## src/common/ccc_pkg.sv

```systemverilog
// Package with register map, field positions, reset values and codes for the converter control
// ============================================================================================
// How it works
// - Comparator interrupt raised only when its enable and global enable are both set.
// - Capture routing bit connects comparator output to timer capture front-end.
// - Event select: 0 toggle, 1 reserved, 2 falling, 3 rising edge.
// - Mux enable with converter off picks channel mux as negative input.
// - Pin input-disable bits turn off buffers and force port bits to zero.
// - Result is 10 bits, ground 0x000, reference minus one LSB 0x3FF.
// - Reference select picks 1.5V, 1.6V, analog supply or external reference.
// - Reference and channel selections take effect only while converter enabled.
// - Result right-aligned by default, left-aligned when alignment bit set.
// - Low byte read blocks result updates; completing conversions then discarded.
// - High byte read re-enables result updates.
// - Completion interrupt fires on every conversion, even discarded ones.
// - Converter usable only while its power gate bit is zero.
// - Gain pairs apply programmable gain of 1x, 10x or 200x.
// - Single-ended channels bypass the gain amplifier.
// - Comparator flag set on event, cleared by vector or writing one.
// - Comparator output bit is synchronized copy, lagging one to two cycles.
package ccc_pkg;
   // ==========================================================================================
   // Register offsets (byte addresses on the local port)
   localparam logic [7:0] CCC_ADDR_CONV_CTRL_B   = 8'h7B;
   localparam logic [7:0] CCC_ADDR_CMP_CTRL      = 8'h50;
   localparam logic [7:0] CCC_ADDR_PIN_DISABLE   = 8'h7F;
   localparam logic [7:0] CCC_ADDR_CONV_CTRL_A   = 8'h7A;
   localparam logic [7:0] CCC_ADDR_CHAN_REF      = 8'h7C;
   localparam logic [7:0] CCC_ADDR_RESULT_LOW    = 8'h78;
   localparam logic [7:0] CCC_ADDR_RESULT_HIGH   = 8'h79;
   localparam logic [7:0] CCC_ADDR_POWER         = 8'h64;
   // ==========================================================================================
   // Field positions
   localparam int CCC_CMP_IRQ_FLAG_BIT     = 4;
   localparam int CCC_CMP_SYNC_OUT_BIT     = 5;
   localparam int CCC_CMP_IRQ_ENABLE_BIT   = 3;
   localparam int CCC_CMP_CAPTURE_BIT      = 2;
   localparam int CCC_CMP_EVENT_LSB        = 0;
   localparam int CCC_CMP_MUX_ENABLE_BIT   = 6;
   localparam int CCC_NEG_PIN_OFF_BIT      = 1;
   localparam int CCC_POS_PIN_OFF_BIT      = 0;
   localparam int CCC_CONV_ENABLE_BIT      = 7;
   localparam int CCC_CONV_IRQ_FLAG_BIT    = 4;
   localparam int CCC_CONV_IRQ_ENABLE_BIT  = 3;
   localparam int CCC_REF_SELECT_LSB       = 6;
   localparam int CCC_LEFT_ALIGN_BIT       = 5;
   localparam int CCC_CHANNEL_LSB          = 0;
   localparam int CCC_POWER_GATE_BIT       = 0;
   // ==========================================================================================
   // Reset values and codes
   localparam logic [7:0] CCC_RESET_BYTE   = 8'h00;
   localparam logic [7:0] CCC_POWER_RESET  = 8'h01;
   localparam logic [9:0] CCC_RESULT_RESET = 10'h000;
   localparam logic [9:0] CCC_RESULT_MAX   = 10'h3FF;
   localparam logic [1:0] CCC_EVT_TOGGLE   = 2'h0;
   localparam logic [1:0] CCC_EVT_RESERVED = 2'h1;
   localparam logic [1:0] CCC_EVT_FALLING  = 2'h2;
   localparam logic [1:0] CCC_EVT_RISING   = 2'h3;
   // Reference codes: external, supply, 1.5V, 1.6V
   localparam logic [1:0] CCC_REF_EXTERNAL = 2'h0;
   localparam logic [1:0] CCC_REF_SUPPLY   = 2'h1;
   localparam logic [1:0] CCC_REF_1V5      = 2'h2;
   localparam logic [1:0] CCC_REF_1V6      = 2'h3;
   // Gain codes
   localparam logic [1:0] CCC_GAIN_BYPASS  = 2'h0;
   localparam logic [1:0] CCC_GAIN_X1      = 2'h1;
   localparam logic [1:0] CCC_GAIN_X10     = 2'h2;
   localparam logic [1:0] CCC_GAIN_X200    = 2'h3;
endpackage

```

## src/hw/ccc_top.sv

```systemverilog
// Comparator and converter digital control with local register port
`timescale 1ns/10ps
module ccc_top (
   // Clock and reset
   input  wire logic       ref_clk_i,
   input  wire logic       nrst_i,
   // Register port
   input  wire logic [7:0] addr_i,
   input  wire logic [7:0] wdata_i,
   input  wire logic       wr_i,
   input  wire logic       rd_i,
   output logic      [7:0] rdata_o,
   // Interrupt controller
   input  wire logic       global_irq_enable_i,
   input  wire logic       cmp_vector_ack_i,
   output logic            cmp_irq_o,
   output logic            conv_irq_o,
   // Comparator and pins
   input  wire logic       cmp_analog_i,
   input  wire logic       cmp_positive_pin_i,
   input  wire logic       cmp_negative_pin_i,
   output logic            pos_pin_port_o,
   output logic            neg_pin_port_o,
   output logic            pos_pin_buffer_on_o,
   output logic            neg_pin_buffer_on_o,
   output logic            capture_input_o,
   output logic            use_mux_negative_o,
   output logic      [2:0] mux_negative_chan_o,
   // Converter analog core
   input  wire logic       conv_done_i,
   input  wire logic [9:0] conv_result_i,
   output logic            conv_active_o,
   output logic      [1:0] reference_select_o,
   output logic      [5:0] channel_select_o,
   output logic      [1:0] gain_o
);
   // ==========================================================================================
   // State
   typedef struct packed {
      logic [2:0] pin_meta;      // raw synchronised comparator, pos, neg pins from child
      logic       cmp_prev;
      logic       cmp_irq_enable;
      logic       cmp_irq_flag;
      logic       cmp_capture_route;
      logic [1:0] cmp_event_select;
      logic       cmp_negative_mux_enable;
      logic       pos_pin_input_off;
      logic       neg_pin_input_off;
      logic       conv_enable;
      logic       conv_irq_flag;
      logic       conv_irq_enable;
      logic [1:0] reference_select;
      logic       result_left_align;
      logic [5:0] channel_select;
      logic       conv_power_gate;
      logic [9:0] result;
      logic       result_locked;
      logic [7:0] rdata;
      logic [1:0] eff_reference;
      logic [5:0] eff_channel;
   } ccc_state_t;

   ccc_state_t state;
   ccc_state_t next_state;
   logic [2:0] pins_sync;
   logic       cmp_sync_output;
   logic       cmp_event;
   logic       conv_active;
   logic [7:0] res_low;
   logic [7:0] res_high;

   // ==========================================================================================
   // Input synchronisers
   ccc_sync #(
      .WIDTH (3)
   ) u_sync (
      .ref_clk_i (ref_clk_i),
      .nrst_i    (nrst_i),
      .async_i   ({cmp_analog_i, cmp_positive_pin_i, cmp_negative_pin_i}),
      .sync_o    (pins_sync)
   );

   // Channel and gain decode
   ccc_chan_decode u_decode (
      .channel_select_i          (state.eff_channel),
      .conv_enable_i             (state.conv_enable),
      .cmp_negative_mux_enable_i (state.cmp_negative_mux_enable),
      .use_mux_negative_o        (use_mux_negative_o),
      .mux_negative_chan_o       (mux_negative_chan_o),
      .gain_o                    (gain_o)
   );

   // Byte views of the result, aligned per alignment bit
   function automatic logic [15:0] ccc_align(input logic [9:0] res, input logic left);
      if (left) begin
         ccc_align = {res, 6'h00};
      end else begin
         ccc_align = {6'h00, res};
      end
   endfunction

   always_comb begin
      {res_high, res_low} = ccc_align(state.result, state.result_left_align);
   end

   // Comparator event detection
   always_comb begin
      cmp_sync_output = pins_sync[2];
      case (state.cmp_event_select)
         ccc_pkg::CCC_EVT_TOGGLE:  cmp_event = cmp_sync_output != state.cmp_prev;
         ccc_pkg::CCC_EVT_FALLING: cmp_event = !cmp_sync_output && state.cmp_prev;
         ccc_pkg::CCC_EVT_RISING:  cmp_event = cmp_sync_output && !state.cmp_prev;
         default:                  cmp_event = 1'b0;
      endcase
      conv_active = state.conv_enable && !state.conv_power_gate;
   end

   // Next-state logic
   always_comb begin
      next_state          = state;
      next_state.pin_meta = pins_sync;
      next_state.cmp_prev = cmp_sync_output;
      next_state.rdata    = ccc_pkg::CCC_RESET_BYTE;

      // Register writes
      if (wr_i) begin
         case (addr_i)
            ccc_pkg::CCC_ADDR_CMP_CTRL: begin
               next_state.cmp_irq_enable    = wdata_i[ccc_pkg::CCC_CMP_IRQ_ENABLE_BIT];
               next_state.cmp_capture_route = wdata_i[ccc_pkg::CCC_CMP_CAPTURE_BIT];
               next_state.cmp_event_select  =
                  wdata_i[ccc_pkg::CCC_CMP_EVENT_LSB +: 2];
               if (wdata_i[ccc_pkg::CCC_CMP_IRQ_FLAG_BIT]) begin
                  next_state.cmp_irq_flag = 1'b0;
               end
            end
            ccc_pkg::CCC_ADDR_CONV_CTRL_B: begin
               next_state.cmp_negative_mux_enable =
                  wdata_i[ccc_pkg::CCC_CMP_MUX_ENABLE_BIT];
            end
            ccc_pkg::CCC_ADDR_PIN_DISABLE: begin
               next_state.pos_pin_input_off = wdata_i[ccc_pkg::CCC_POS_PIN_OFF_BIT];
               next_state.neg_pin_input_off = wdata_i[ccc_pkg::CCC_NEG_PIN_OFF_BIT];
            end
            ccc_pkg::CCC_ADDR_CONV_CTRL_A: begin
               next_state.conv_enable     = wdata_i[ccc_pkg::CCC_CONV_ENABLE_BIT];
               next_state.conv_irq_enable = wdata_i[ccc_pkg::CCC_CONV_IRQ_ENABLE_BIT];
               if (wdata_i[ccc_pkg::CCC_CONV_IRQ_FLAG_BIT]) begin
                  next_state.conv_irq_flag = 1'b0;
               end
            end
            ccc_pkg::CCC_ADDR_CHAN_REF: begin
               next_state.reference_select  = wdata_i[ccc_pkg::CCC_REF_SELECT_LSB +: 2];
               next_state.result_left_align = wdata_i[ccc_pkg::CCC_LEFT_ALIGN_BIT];
               next_state.channel_select    = wdata_i[ccc_pkg::CCC_CHANNEL_LSB +: 6];
            end
            ccc_pkg::CCC_ADDR_POWER: begin
               next_state.conv_power_gate = wdata_i[ccc_pkg::CCC_POWER_GATE_BIT];
            end
            default: begin
            end
         endcase
      end

      // Selections pass to the analog side only while enabled
      if (state.conv_enable) begin
         next_state.eff_reference = state.reference_select;
         next_state.eff_channel   = state.channel_select;
      end

      // Register reads, data in following cycle
      if (rd_i) begin
         case (addr_i)
            ccc_pkg::CCC_ADDR_CMP_CTRL: begin
               next_state.rdata = {2'h0, cmp_sync_output, state.cmp_irq_flag,
                  state.cmp_irq_enable, state.cmp_capture_route, state.cmp_event_select};
            end
            ccc_pkg::CCC_ADDR_CONV_CTRL_B: begin
               next_state.rdata = {1'b0, state.cmp_negative_mux_enable, 6'h00};
            end
            ccc_pkg::CCC_ADDR_PIN_DISABLE: begin
               next_state.rdata = {6'h00, state.neg_pin_input_off, state.pos_pin_input_off};
            end
            ccc_pkg::CCC_ADDR_CONV_CTRL_A: begin
               next_state.rdata = {state.conv_enable, 3'h0, state.conv_irq_flag,
                  state.conv_irq_enable, 2'h0};
            end
            ccc_pkg::CCC_ADDR_CHAN_REF: begin
               next_state.rdata = {state.reference_select, state.result_left_align,
                  state.channel_select[4:0]};
            end
            ccc_pkg::CCC_ADDR_RESULT_LOW: begin
               next_state.rdata         = res_low;
               next_state.result_locked = 1'b1;
            end
            ccc_pkg::CCC_ADDR_RESULT_HIGH: begin
               next_state.rdata         = res_high;
               next_state.result_locked = 1'b0;
            end
            ccc_pkg::CCC_ADDR_POWER: begin
               next_state.rdata = {7'h00, state.conv_power_gate};
            end
            default: begin
               next_state.rdata = ccc_pkg::CCC_RESET_BYTE;
            end
         endcase
      end

      // Conversion completion: flag always, result only when unlocked
      if (conv_done_i && conv_active) begin
         next_state.conv_irq_flag = 1'b1;
         if (!state.result_locked) begin
            next_state.result = conv_result_i;
         end
      end

      // Comparator flag: hardware clear by vector, set wins over any clear
      if (cmp_vector_ack_i) begin
         next_state.cmp_irq_flag = 1'b0;
      end
      if (cmp_event) begin
         next_state.cmp_irq_flag = 1'b1;
      end
   end

   // State register
   always_ff @(posedge ref_clk_i or negedge nrst_i) begin
      if (!nrst_i) begin
         state                 <= '0;
         state.conv_power_gate <= ccc_pkg::CCC_POWER_RESET[0];
         state.result          <= ccc_pkg::CCC_RESULT_RESET;
      end else begin
         state <= next_state;
      end
   end

   // ==========================================================================================
   // Outputs
   assign rdata_o             = state.rdata;
   assign cmp_irq_o           = state.cmp_irq_flag && state.cmp_irq_enable
                                && global_irq_enable_i;
   assign conv_irq_o          = state.conv_irq_flag && state.conv_irq_enable
                                && global_irq_enable_i;
   assign capture_input_o     = state.cmp_capture_route && cmp_sync_output;
   assign pos_pin_port_o      = state.pin_meta[1] && !state.pos_pin_input_off;
   assign neg_pin_port_o      = state.pin_meta[0] && !state.neg_pin_input_off;
   assign pos_pin_buffer_on_o = !state.pos_pin_input_off;
   assign neg_pin_buffer_on_o = !state.neg_pin_input_off;
   assign conv_active_o       = conv_active;
   assign reference_select_o  = state.eff_reference;
   assign channel_select_o    = state.eff_channel;
endmodule

```

## src/hw/ccc_sync.sv

```systemverilog
// Two-flop synchroniser for asynchronous single-bit inputs
`timescale 1ns/10ps
module ccc_sync #(
   parameter int WIDTH = 1
) (
   // Clock and reset
   input  wire logic             ref_clk_i,
   input  wire logic             nrst_i,
   // Data
   input  wire logic [WIDTH-1:0] async_i,
   output logic      [WIDTH-1:0] sync_o
);
   typedef struct packed {
      logic [WIDTH-1:0] meta;
      logic [WIDTH-1:0] stable;
   } ccc_sync_state_t;

   ccc_sync_state_t state;
   ccc_sync_state_t next_state;

   // Refuse at elaboration a width that no flop could hold
   if (WIDTH < 1) begin
      $error("ccc_sync width must be at least one");
   end

   // First flop feeds only the second
   always_comb begin
      next_state.meta   = async_i;
      next_state.stable = state.meta;
   end

   // State register
   always_ff @(posedge ref_clk_i or negedge nrst_i) begin
      if (!nrst_i) begin
         state <= '0;
      end else begin
         state <= next_state;
      end
   end

   assign sync_o = state.stable;
endmodule

```

## src/hw/ccc_chan_decode.sv

```systemverilog
// Channel decode: negative input source and gain setting
`timescale 1ns/10ps
module ccc_chan_decode (
   // Selection
   input  wire logic [5:0] channel_select_i,
   input  wire logic       conv_enable_i,
   input  wire logic       cmp_negative_mux_enable_i,
   // Decode results
   output logic            use_mux_negative_o,
   output logic [2:0]      mux_negative_chan_o,
   output logic [1:0]      gain_o
);
   // Comparator negative input from channel mux only with converter off
   always_comb begin
      use_mux_negative_o  = cmp_negative_mux_enable_i && !conv_enable_i;
      mux_negative_chan_o = channel_select_i[2:0];
   end

   // Gain pairs: codes 0x08-0x0F are pair 1/0, 0x28-0x2F pair 3/2 style grouping
   always_comb begin
      if (channel_select_i[5:3] == 3'h0) begin
         gain_o = ccc_pkg::CCC_GAIN_BYPASS;
      end else if (channel_select_i[3] == 1'b1) begin
         case (channel_select_i[2:1])
            2'h0:    gain_o = ccc_pkg::CCC_GAIN_X10;
            2'h1:    gain_o = ccc_pkg::CCC_GAIN_X200;
            default: gain_o = ccc_pkg::CCC_GAIN_X1;
         endcase
      end else begin
         gain_o = ccc_pkg::CCC_GAIN_X1;
      end
   end
endmodule

```

## config.mk

```make
export PLATFORM = sky130hd
export DESIGN_NAME = ccc_top
export DESIGN_NICKNAME = d
export VERILOG_FILES = /design/src/common/ccc_pkg.sv /design/src/hw/ccc_top.sv /design/src/hw/ccc_sync.sv /design/src/hw/ccc_chan_decode.sv
export SDC_FILE = /design/constraint.sdc
export NUM_CORES = 1
export LEC_CHECK = 0
export BUFFER_PORTS_ARGS = -buffer_cell sky130_fd_sc_hd__buf_2
export CELL_PAD_IN_SITES_DETAIL_PLACEMENT = 0
export CELL_PAD_IN_SITES_GLOBAL_PLACEMENT = 1
export CORE_MARGIN = 2
export CORE_UTILIZATION = 40
export CTS_CLUSTER_DIAMETER = 30
export CTS_CLUSTER_SIZE = 14
export DETAILED_ROUTE_END_ITERATION = 12
export GPL_TIMING_DRIVEN = 0
export PLACE_DENSITY_LB_ADDON = 0.25
export SLEW_MARGIN = 5
export SYNTH_ARGS = -nofsm -noshare
export SYNTH_HDL_FRONTEND = slang
export SYNTH_SLANG_ARGS = --single-unit
```

## constraint.sdc

```tcl
create_clock -name ref_clk_i -period 3.6 [get_ports ref_clk_i]
set_clock_uncertainty 0.15 [all_clocks]
set_input_delay 0.72 -clock ref_clk_i [delete_from_list [all_inputs] [get_ports ref_clk_i]]
set_output_delay 0.72 -clock ref_clk_i [all_outputs]
set_load 0.005 [all_outputs]
```

==> results.py, run 1 <==
metrics = {
    "sta": {
        "period_minus_slack_ps": 2405,
        "rsz0062_at_grt": "no",
        "fmax_mhz": 415.8,
        "hold_slack_ps": 207.4,
        "finalCritPeriodShare_pct": 66.81,
        "slew_viol_final": 0,
        "tns_ps": 0,
        "hold_viol": 0,
        "maxSlewHeadroom_pct": 41.03,
        "worst_slew_pin_slew_ps": 877.9,
        "setup_viol": 0,
    },
    "clock_tree": {
        "clock_path_buffers": 2,
        "cts.clk_slew.worst_paths_ps": 100,
        "cts_sinks": 56,
        "cts_hold_buf": 0,
        "htreeDepth": 2,
        "cts_tree": "done",
        "cts_resized": 0,
        "cts_setup_buffers": 0,
        "clk_latency_ps": 300,
        "numCtsBuffers": 5,
        "cts-root-buf": "clkbuf_8",
    },
    "worst_setup_path": {
        "cpMaxStageDelayCell": "nor3_1",
        "critPathMaxFanout": 8,
        "endpoint_kind": "flip-flop",
        "cp.depth": 5,
        "r2r_end": "state[24]",
        "crit_chain": "buf_2 > nor3_1 > nand4_1 > o21ai_0 > o311ai_0",
        "reg2regPathDepth": 4,
        "cp-start-kind": "input pin",
        "rrSetupSlack_ps": 1690,
        "crit_type": "in -> reg",
        "path_buf_inv": 1,
        "critPathTopFamily": "simple AND/OR/NAND/NOR gates",
        "r2r-start": "state[39]",
        "slowest_delay_ps": 730,
        "crit_required_ps": 3620,
        "arrival_ps": 2420,
    },
    "power_and_ir_drop": {
        "p_leak_nw": 1.660,
        "power_density_nw_per_um2": 400.7,
        "peakVddDrop_mv": 0.1820,
        "power_mw": 1.326,
    },
    "grt": {
        "grt_pass1_vias": 1987,
        "grtUsageTotal_pct": 16.92,
        "grt_max_degree": 57,
        "grt.overflow.total": 0,
        "grt_pass1_wl_um": 10080,
        "antenna_found_initial": 0,
    },
    "routing": {
        "first_iter_violations": 91,
        "antenna_left": 0,
        "drtPass1Iterations": 5,
        "routed_via_density": 5.324,
        "routedWlPerCell_um": 16.54,
        "num_vias": 2023,
        "routed_wl_um": 6285,
        "drc": 0,
    },
    "yosys": {
        "synth_area_um2": 2776,
        "synth-async-reset-ratio_pct": 100.0,
        "synth.avg_cell_area_um2": 12.12,
        "synth_edf_count": 0,
        "synth-seq-cells": 56,
        "synth-seq-area-share_pct": 50.52,
        "ys.flop_type": "dfrtp_1",
        "synth_cell_types": 46,
        "ys_warn_count": 0,
        "synthesis.nets": 267,
        "synthCells": 229,
    },
    "floorplan": {
        "fp.dieArea_um2": 7623,
        "io_pins": 66,
        "die_h_um": 87.31,
        "core-area_um2": 6756,
        "start_util_pct": 41.09,
        "rows": 30,
        "die_w_um": 87.31,
    },
    "placement": {
        "gp_congestion": 0.8745,
        "dp_hpwl_um": 4686,
        "port_buffers": 63,
    },
    "finish": {
        "drive_above_1_share_pct": 48.00,
        "nFillCells": 652,
        "layout.nets": 337,
        "n_antenna_cell": 0,
        "area_delta_synth_final_pct": 19.20,
    },
    "hold_path": {
        "hp-start": "u_sync.next_state[2]",
        "min_path_type": "reg -> reg",
        "worstHoldPathCells": 0,
        "hold_path_end": "u_sync.sync_o[2]",
    },
    "run": {
        "drv_cap": 0,
    },
    "outcome": {
        "outcome": "finished clean",
    },
}
## per-layer routing
layer,part of all wire [%],global-route usage [%]
met5,0,0
met4,1.1,3.497
met3,5.0,2.654
met2,46,26.17
met1,48,25.18
## flip-flops by register name, indices dropped and copies added, names as in the netlist
signal and flops:
u_sync.sync_o 3, state 34, channel_select_o 6, u_sync.next_state 3, rdata_o 8, reference_select_o 2
## stage by stage
step	setup slack [ps]	area [µm²]	utilization [%]	std cells
global placement	898.6	3192	47.24	372
global route	1086	3309	48.98	380
CTS	1231	3307	48.94	380
finish	1195	3309	48.98	380
floorplan	1339	2776	-	229
detailed placement	942.0	3192	47.24	372
## synth_stat cells (2+ instances only)
cell       n  share of area [%]
and2_1     2               0.45
mux2i_1    3                1.1
buf_4     22                5.9
inv_1      6               0.81
a31oi_1    2               0.45
ha_1       2               0.90
nor3b_1    4                1.1
a22oi_2    5                2.3
nand4_1    4               0.90
nor3_1     4               0.72
a22o_1     6                1.9
a222oi_1   2               0.72
a21oi_1    5               0.90
nand3_1    3               0.54
mux2_2    37                 15
nand2_1    8                1.1
dfrtp_1   55                 50
clkbuf_1   4               0.54
a32oi_1    3               0.95
and3_1    10                2.3
buf_2      2               0.36
nor2b_1    6                1.4
nor2_1     3               0.41
and4_1     3               0.95
o21ai_0    7                1.3
## logic make-up after synthesis
logic type | count (synthesis) | synth area share, %
buf+inv | 36 | 8.202
fa+ha+maj | 2 | 0.9012
simple gates | 56 | 12.80
mux | 40 | 16.09
compound gates | 38 | 11.18
flops | 56 | 50.52
xor+xnor | 1 | 0.3155
## where the power goes
part           internal (mW)  switching, mW  total [mW]
registers              0.686         0.0480       0.734
clock network          0.211          0.207       0.418
logic                 0.0958         0.0781       0.174
total                  0.993          0.333        1.33
## layout make-up
| class | instances | area, µm² | share of cell area (%) |
|---|---|---|---|
| Buffer | 30 | 205.2 | 6.200 |
| Clock buffer | 5 | 68.82 | 2.079 |
| Clock inverter | 3 | 46.29 | 1.399 |
| Inverter | 6 | 22.52 | 0.6805 |
| Multi-Input combinational cell | 137 | 1146 | 34.63 |
| Sequential cell | 56 | 1403 | 42.38 |
| Tap cell | 80 | 100.1 | 3.025 |
| Timing Repair Buffer | 63 | 317.8 | 9.603 |
## worst max path at each step
stage,from,end,slack [ps]
detailed placement,addr_i[5],state[46],940
CTS,state[39],use_mux_negative_o,1230
finish,addr_i[5],state[46],1190
floorplan,addr_i[3],rdata_o[0],1340
global route,addr_i[5],state[46],1090
global placement,addr_i[5],state[46],900
## placed cells by master, fill, tap and decap left out, types with 4 or more instances in the layout
master and n:
nor3_1 4, nand4_1 4, inv_1 6, o21ai_0 7, dfrtp_1 55, a21oi_1 5, buf_2 64, mux2_2 37
a22oi_2 5, buf_4 23, nand2_1 8, clkbuf_1 4, nor3b_1 4, clkbuf_8 5, and3_1 10, a22o_1 6
nor2b_1 6
No activity file was read; power rests on OpenSTA's default activity.
==> inputs of run 2 (changes only) <==
ABC_AREA = 1   (was not set)
CORE_UTILIZATION = 36   (was 40)
clock period = 2.2 ns   (was 3.6 ns; I/O delays follow)
==> run 2 against run 1 <==
The run now ends with negative hold slack left. Design area grew 4.6%. Hold slack lost 210 ps. Synthesized cell count grew 55%. Routed wire length grew 14%. Flip-flop and latch count is the same. Global-route usage grew 0.26 points. Clock-buffer cell count grew 1. Via count grew 21%. Combinational power grew 110%. Critical path depth shrank 2.
==> results.py, run 2 <==
metrics = {
    "routing": {
        "first_iter_violations": 144,
        "routed_via_density": 4.603,
        "drtPass1Iterations": 4,
        "num_vias": 2444,
        "routed_wl_um": 7176,
        "routedWlPerCell_um": 13.51,
        "antenna_left": 0,
        "drc": 0,
    },
    "clock_tree": {
        "cts_resized": 0,
        "cts_hold_buf": 0,
        "htreeDepth": 2,
        "cts-root-buf": "clkbuf_8",
        "cts_setup_buffers": 0,
        "cts_tree": "done",
        "numCtsBuffers": 5,
        "clock_path_buffers": 2,
        "clk_latency_ps": 320,
        "cts.clk_slew.worst_paths_ps": 100,
        "cts_sinks": 56,
    },
    "floorplan": {
        "die_h_um": 93.88,
        "fp.dieArea_um2": 8813,
        "io_pins": 66,
        "core-area_um2": 7767,
        "start_util_pct": 37.44,
        "die_w_um": 93.88,
        "rows": 32,
    },
    "power_and_ir_drop": {
        "power_density_nw_per_um2": 632.0,
        "p_comb_share_pct": 16.6,
        "switching_share_pct": 28.38,
        "p_clk_share_pct": 27.3,
        "p_seq_share_pct": 56.2,
        "p_leak_nw": 1.887,
        "intPower_mw": 1.567,
        "peakVddDrop_mv": 0.3574,
        "power_mw": 2.187,
        "switchingPower_uw": 620.7,
    },
    "yosys": {
        "yosysMostFrequentCell": "nand2_1",
        "synth.avg_cell_area_um2": 8.168,
        "synth-async-reset-ratio_pct": 100.0,
        "synthesis.nets": 394,
        "synthSimpleGateAreaFrac_pct": 27.54,
        "synthCells": 356,
        "synthTopCellsByCount": "nand2_1, dfrtp_1, inv_1, nor2_1, nand3_1",
        "synth_compound_area_share_pct": 7.616,
        "synth-seq-cells": 56,
        "synth_edf_count": 0,
        "yosysTopAreaCell": "dfrtp_1",
        "synth_cell_types": 31,
        "synth_fa_ha_area_share_pct": 0.8606,
        "yosys-top-cells-area": "dfrtp_1, nand2_1, inv_1, nor2_1, buf_4",
        "ys_warn_count": 0,
        "synthXorXnorAreaFrac_pct": 0,
        "synth_mux_area_share_pct": 3.227,
        "synth_top_area_share_pct": 47.33,
        "ys.flop_type": "dfrtp_1",
        "synth_area_um2": 2908,
        "synth_top_family_by_area": "simple AND/OR/NAND/NOR gates",
        "synth-seq-area-share_pct": 48.24,
    },
    "finish": {
        "fin_cells": 531,
        "n_antenna_cell": 0,
        "largest_reg_flops": 34,
        "final_util_pct": 44.56,
        "final_common_cell": "nand2_1",
        "mostFrequentLayoutCells": "nand2_1, buf_2, dfrtp_1",
        "drive_above_1_share_pct": 28.90,
        "nFillCells": 837,
        "largest-register": "state",
        "area_delta_synth_final_pct": 19.02,
        "multiInputGateArea_um2": 1141,
        "layout.nets": 466,
        "regArea_um2": 1403,
    },
    "worst_setup_path": {
        "arrival_ps": 1350,
        "cp.depth": 3,
        "reg2regPathDepth": 5,
        "slowest_delay_ps": 460,
        "critPathMaxFanout": 10,
        "endpoint": "use_mux_negative_o",
        "path_buf_inv": 2,
        "rrSetupSlack_ps": 600,
        "r2r_end": "state[25]",
        "cp-start-kind": "flip-flop",
        "r2r-start": "state[39]",
        "cpMaxStageDelayCell": "dfrtp_1",
        "crit_chain": "clkbuf_1 > nor2_1 > buf_2",
        "crit_type": "reg -> out",
        "crit_required_ps": 1610,
        "critical_path.startpoint": "state[39]",
        "endpoint_kind": "primary output",
        "critPathTopFamily": "buffers and inverters",
    },
    "outcome": {
        "failed_checks": "negative hold slack",
        "outcome": "finished, violations left",
    },
    "sta": {
        "finalCritPeriodShare_pct": 87.96,
        "hold_slack_ps": -0.8177,
        "slew_viol_final": 0,
        "period_minus_slack_ps": 1935,
        "rsz0062_at_grt": "no",
        "hold_viol": 1,
        "fmax_mhz": 516.7,
        "maxSlewHeadroom_pct": 53.73,
        "worst_slew_pin_slew_ps": 694.1,
        "setup_viol": 0,
        "tns_ps": 0,
    },
    "grt": {
        "grtUsageTotal_pct": 17.18,
        "antenna_found_initial": 0,
        "grt_pass1_wl_um": 11590,
        "grt_max_degree": 57,
        "grt.overflow.total": 0,
        "grt_pass1_vias": 2361,
    },
    "placement": {
        "gp_congestion": 0.8782,
        "port_buffers": 65,
        "dp_hpwl_um": 5694,
        "dp_cells": 523,
    },
    "run": {
        "drv_cap": 0,
    },
    "hold_path": {
        "min_path_type": "in -> async",
    },
}
[run 2: cell count changes in the layout (fill, tap and decap cells not counted), sizes merged, moves of 4 or more]
| cell | delta |
|---|---|
| a22o | -6 |
| a22oi | -6 |
| and3 | -10 |
| inv | +39 |
| mux2 | -30 |
| nand2 | +91 |
| nand3 | +21 |
| nand4 | +4 |
| nor2 | +45 |
| nor2b | -6 |
| o21ai | +20 |
[run 2: routing by layer]
layer	part of all wire [%]	up-vias	global-route usage, %
met5	0	-	0
met4	0.95	0	4.227
met3	3.9	7	2.648
met2	45	56	27.86
met1	50	1139	24.14
li1	-	1242	-
[run 2: power groups by stage]
| stage | registers (mW) | clock network, mW | logic [mW] |
|---|---|---|---|
| 2_1_floorplan | 1.21 | 0 | 0.236 |
| 6_report | 1.23 | 0.596 | 0.362 |
| 3_5_place_dp | 1.25 | 0 | 0.368 |
| 5_1_grt | 1.24 | 0.640 | 0.413 |
| 4_1_cts | 1.23 | 0.608 | 0.368 |
| 3_3_place_gp | 1.25 | 0 | 0.359 |
[run 2: worst min-delay path by stage]
stage	from	endpoint	cells past startpoint
6_report	nrst_i	u_sync.sync_o[0]	1
3_5_place_dp	u_sync.next_state[0]	u_sync.sync_o[0]	0
5_1_grt	cmp_negative_pin_i	u_sync.next_state[0]	1
4_1_cts	cmp_positive_pin_i	u_sync.next_state[1]	1
2_1_floorplan	nrst_i	channel_select_o[0]	0
3_3_place_gp	u_sync.next_state[2]	u_sync.sync_o[2]	0
[run 2: cells by family (layout without fill, tap and decap cells)]
group / after synthesis / count (layout)
compound gates: 37 / 37
fa+ha+maj: 2 / 2
buf+inv: 72 / 145
flops: 56 / 56
mux: 7 / 7
simple gates: 182 / 182
[run 2: layout make-up]
type                    count  area share (%)
flip-flops and latches     56           40.53
multi-input cells         228           32.97
repair buffers             65           9.472
plain buffers              24           5.315
inverters                  48           5.206
well taps                 102           3.688
clock buffers               6           2.386
clock inverters             2          0.4338
[run 2: through the flow]
stage,worst slack [ps],area (µm²)
2_1_floorplan,722.7,2908
3_3_place_gp,337.8,3361
3_5_place_dp,342.0,3361
4_1_cts,247.2,3458
5_1_grt,178.0,3461
6_report,264.8,3461
==> inputs of run 3 (changes only) <==
--- a/config.mk
+++ b/config.mk
@@ -18,2 +18,3 @@
 export PLACE_DENSITY_LB_ADDON = 0.25
+export SETUP_SLACK_MARGIN = 0.05
 export SLEW_MARGIN = 5
==> constraint.sdc (replaced) <==
create_clock -name ref_clk_i -period 2.2 [get_ports ref_clk_i]
set_clock_uncertainty 0.15 [all_clocks]
set_input_delay 0.11 -clock ref_clk_i [delete_from_list [all_inputs] [get_ports ref_clk_i]]
set_output_delay 0.11 -clock ref_clk_i [all_outputs]
set_load 0.005 [all_outputs]
==> run 3 against run 2 <==
Flip-flop and latch count is the same. Combinational power grew 10%. Global-route usage grew 0.58 points. Sequential share of layout area shrank 3.0 points. Non-clock buffer count grew 28. First-iteration DRC count shrank 18%. Largest cell class unchanged. Worst setup slack gained 16 ps. Utilization grew 3.6 points. The flow now finishes without violations. Highest routed layer unchanged. Routed wire length grew 3.1%.
==> results.py, run 3 (synthesis gave the netlist of run 2 again) <==
metrics = {
    "power_and_ir_drop": {
        "power_mw": 2.215,
        "p_leak_nw": 2.000,
        "p_clk_share_pct": 26.5,
        "p_comb_share_pct": 18.0,
        "intPower_mw": 1.599,
        "switching_share_pct": 27.84,
        "peakVddDrop_mv": 0.3569,
        "switchingPower_uw": 616.6,
        "power_density_nw_per_um2": 592.1,
        "p_seq_share_pct": 55.4,
    },
    "finish": {
        "n_antenna_cell": 0,
        "nFillCells": 822,
        "final_common_cell": "nand2_1",
        "largest-register": "state",
        "mostFrequentLayoutCells": "nand2_1, buf_2, dfrtp_1",
        "largest_reg_flops": 34,
        "drive_above_1_share_pct": 27.13,
        "area_delta_synth_final_pct": 28.66,
        "layout.nets": 494,
    },
    "hold_path": {
        "hp-start": "addr_i[5]",
        "worstHoldPathCells": 5,
        "min_path_type": "in -> reg",
        "hold_path_end": "state[27]",
    },
    "worst_setup_path": {
        "cp.depth": 8,
        "critPathTopFamily": "buffers and inverters",
        "reg2regPathDepth": 5,
        "cp-start-kind": "input pin",
        "cpMaxStageDelayCell": "dlygate4sd3_1",
        "critPathMaxFanout": 6,
        "crit_chain": "dlygate4sd3_1 > buf_2 > inv_1 > nor2_2 > nand2_1 > nand2_1 > nand2_1 > dlygate4sd3_1",
        "r2r-start": "state[39]",
        "arrival_ps": 1970,
        "crit_required_ps": 2250,
        "path_buf_inv": 4,
        "r2r_end": "state[38]",
        "crit_type": "in -> reg",
        "rrSetupSlack_ps": 580,
        "endpoint_kind": "flip-flop",
        "cpMostUsedCell": "nand2_1",
        "slowest_delay_ps": 550,
    },
    "sta": {
        "hold_viol": 0,
        "finalCritPeriodShare_pct": 87.22,
        "tns_ps": 0,
        "fmax_mhz": 521.1,
        "period_minus_slack_ps": 1919,
        "rsz0062_at_grt": "no",
        "worst_slew_pin_slew_ps": 690.5,
        "slew_viol_final": 0,
        "setup_viol": 0,
        "fin_ws_ps": 281.1,
        "maxSlewHeadroom_pct": 53.97,
    },
    "grt": {
        "grt_pass1_vias": 2496,
        "grt_max_degree": 57,
        "grtUsageTotal_pct": 17.76,
        "grt_pass1_wl_um": 12010,
        "grt.overflow.total": 0,
        "antenna_found_initial": 0,
    },
    "floorplan": {
        "io_pins": 66,
        "die_h_um": 93.88,
        "core-area_um2": 7767,
        "fp.dieArea_um2": 8813,
        "start_util_pct": 37.44,
        "die_w_um": 93.88,
        "rows": 32,
    },
    "clock_tree": {
        "numCtsBuffers": 5,
        "clock_path_buffers": 2,
        "cts_setup_buffers": 0,
        "cts.clk_slew.worst_paths_ps": 100,
        "cts_hold_buf": 28,
        "cts-root-buf": "clkbuf_8",
        "clk_latency_ps": 310,
        "htreeDepth": 2,
        "cts_resized": 0,
        "cts_sinks": 56,
        "cts_tree": "done",
    },
    "placement": {
        "dp_hpwl_um": 5694,
        "gp_congestion": 0.8782,
        "port_buffers": 65,
        "post-place-ws_ps": 599.7,
    },
    "routing": {
        "drc": 0,
        "routed_via_density": 4.571,
        "routedWlPerCell_um": 13.23,
        "num_vias": 2555,
        "antenna_left": 0,
        "first_iter_violations": 118,
        "routed_wl_um": 7395,
        "drtPass1Iterations": 4,
    },
    "run": {
        "drv_cap": 0,
    },
    "outcome": {
        "outcome": "finished clean",
    },
}
==> run 3: cell count changes in the layout (fill, tap and decap cells not counted) <==
cell,delta
dlygate4sd3_1,+28
==> run 3: through the flow <==
stage,hold slack (ps),cell area (µm²),instances,utilization (%)
finish,61.29,3741,559,48.16
floorplan,-335.6,2908,356,-
global route,110.4,3741,559,48.16
detailed placement,69.45,3361,523,43.27
CTS,55.12,3739,559,48.13
global placement,67.14,3361,523,43.27
==> run 3: layout make-up <==
class                           count  area, µm²  area share (%)
Sequential cell                    56       1403           37.49
Tap cell                          102      127.6           3.411
Multi-Input combinational cell    228       1141           30.50
Buffer                             24      183.9           4.916
Timing Repair Buffer               93      608.1           16.25
Clock buffer                        6      82.58           2.207
Clock inverter                      2      15.01          0.4013
Inverter                           48      180.2           4.816
==> run 3: how the worst max path moves through the flow <==
| stage | to | slack [ps] | startpoint |
|---|---|---|---|
| 2_1_floorplan | state[21] | 800 | state[39] |
| 3_3_place_gp | state[22] | 600 | state[39] |
| 3_5_place_dp | state[21] | 600 | state[39] |
| 4_1_cts | state[38] | 320 | wr_i |
| 5_1_grt | state[38] | 220 | wr_i |
| 6_report | state[38] | 280 | wr_i |
==> run 3: power by group through the flow <==
stage	clock [mW]	combinational [mW]	sequential, mW
after floorplan	0	0.236	1.21
after global placement	0	0.359	1.25
after detailed placement	0	0.368	1.25
after CTS	0.608	0.405	1.23
after global routing	0.637	0.453	1.24
final	0.588	0.400	1.23
==> run 3: layer usage <==
layer | vias to the layer above | GRT usage, % | part of all wire (%) | wire length [µm]
met5 | - | 0 | 0 | 0
met4 | 0 | 4.227 | 0.91 | 67
li1 | 1299 | - | - | -
met1 | 1189 | 24.40 | 49 | 3597
met2 | 60 | 29.70 | 46 | 3419
met3 | 7 | 2.488 | 4.2 | 311
==> run 3: worst reg2reg max path, cell delays in order (launching register included) <==
cell and delay [ps]:
dfrtp_1 460, inv_2 120, nor2_4 150, nand2_1 70, nand2_1 60, dlygate4sd3_1 550
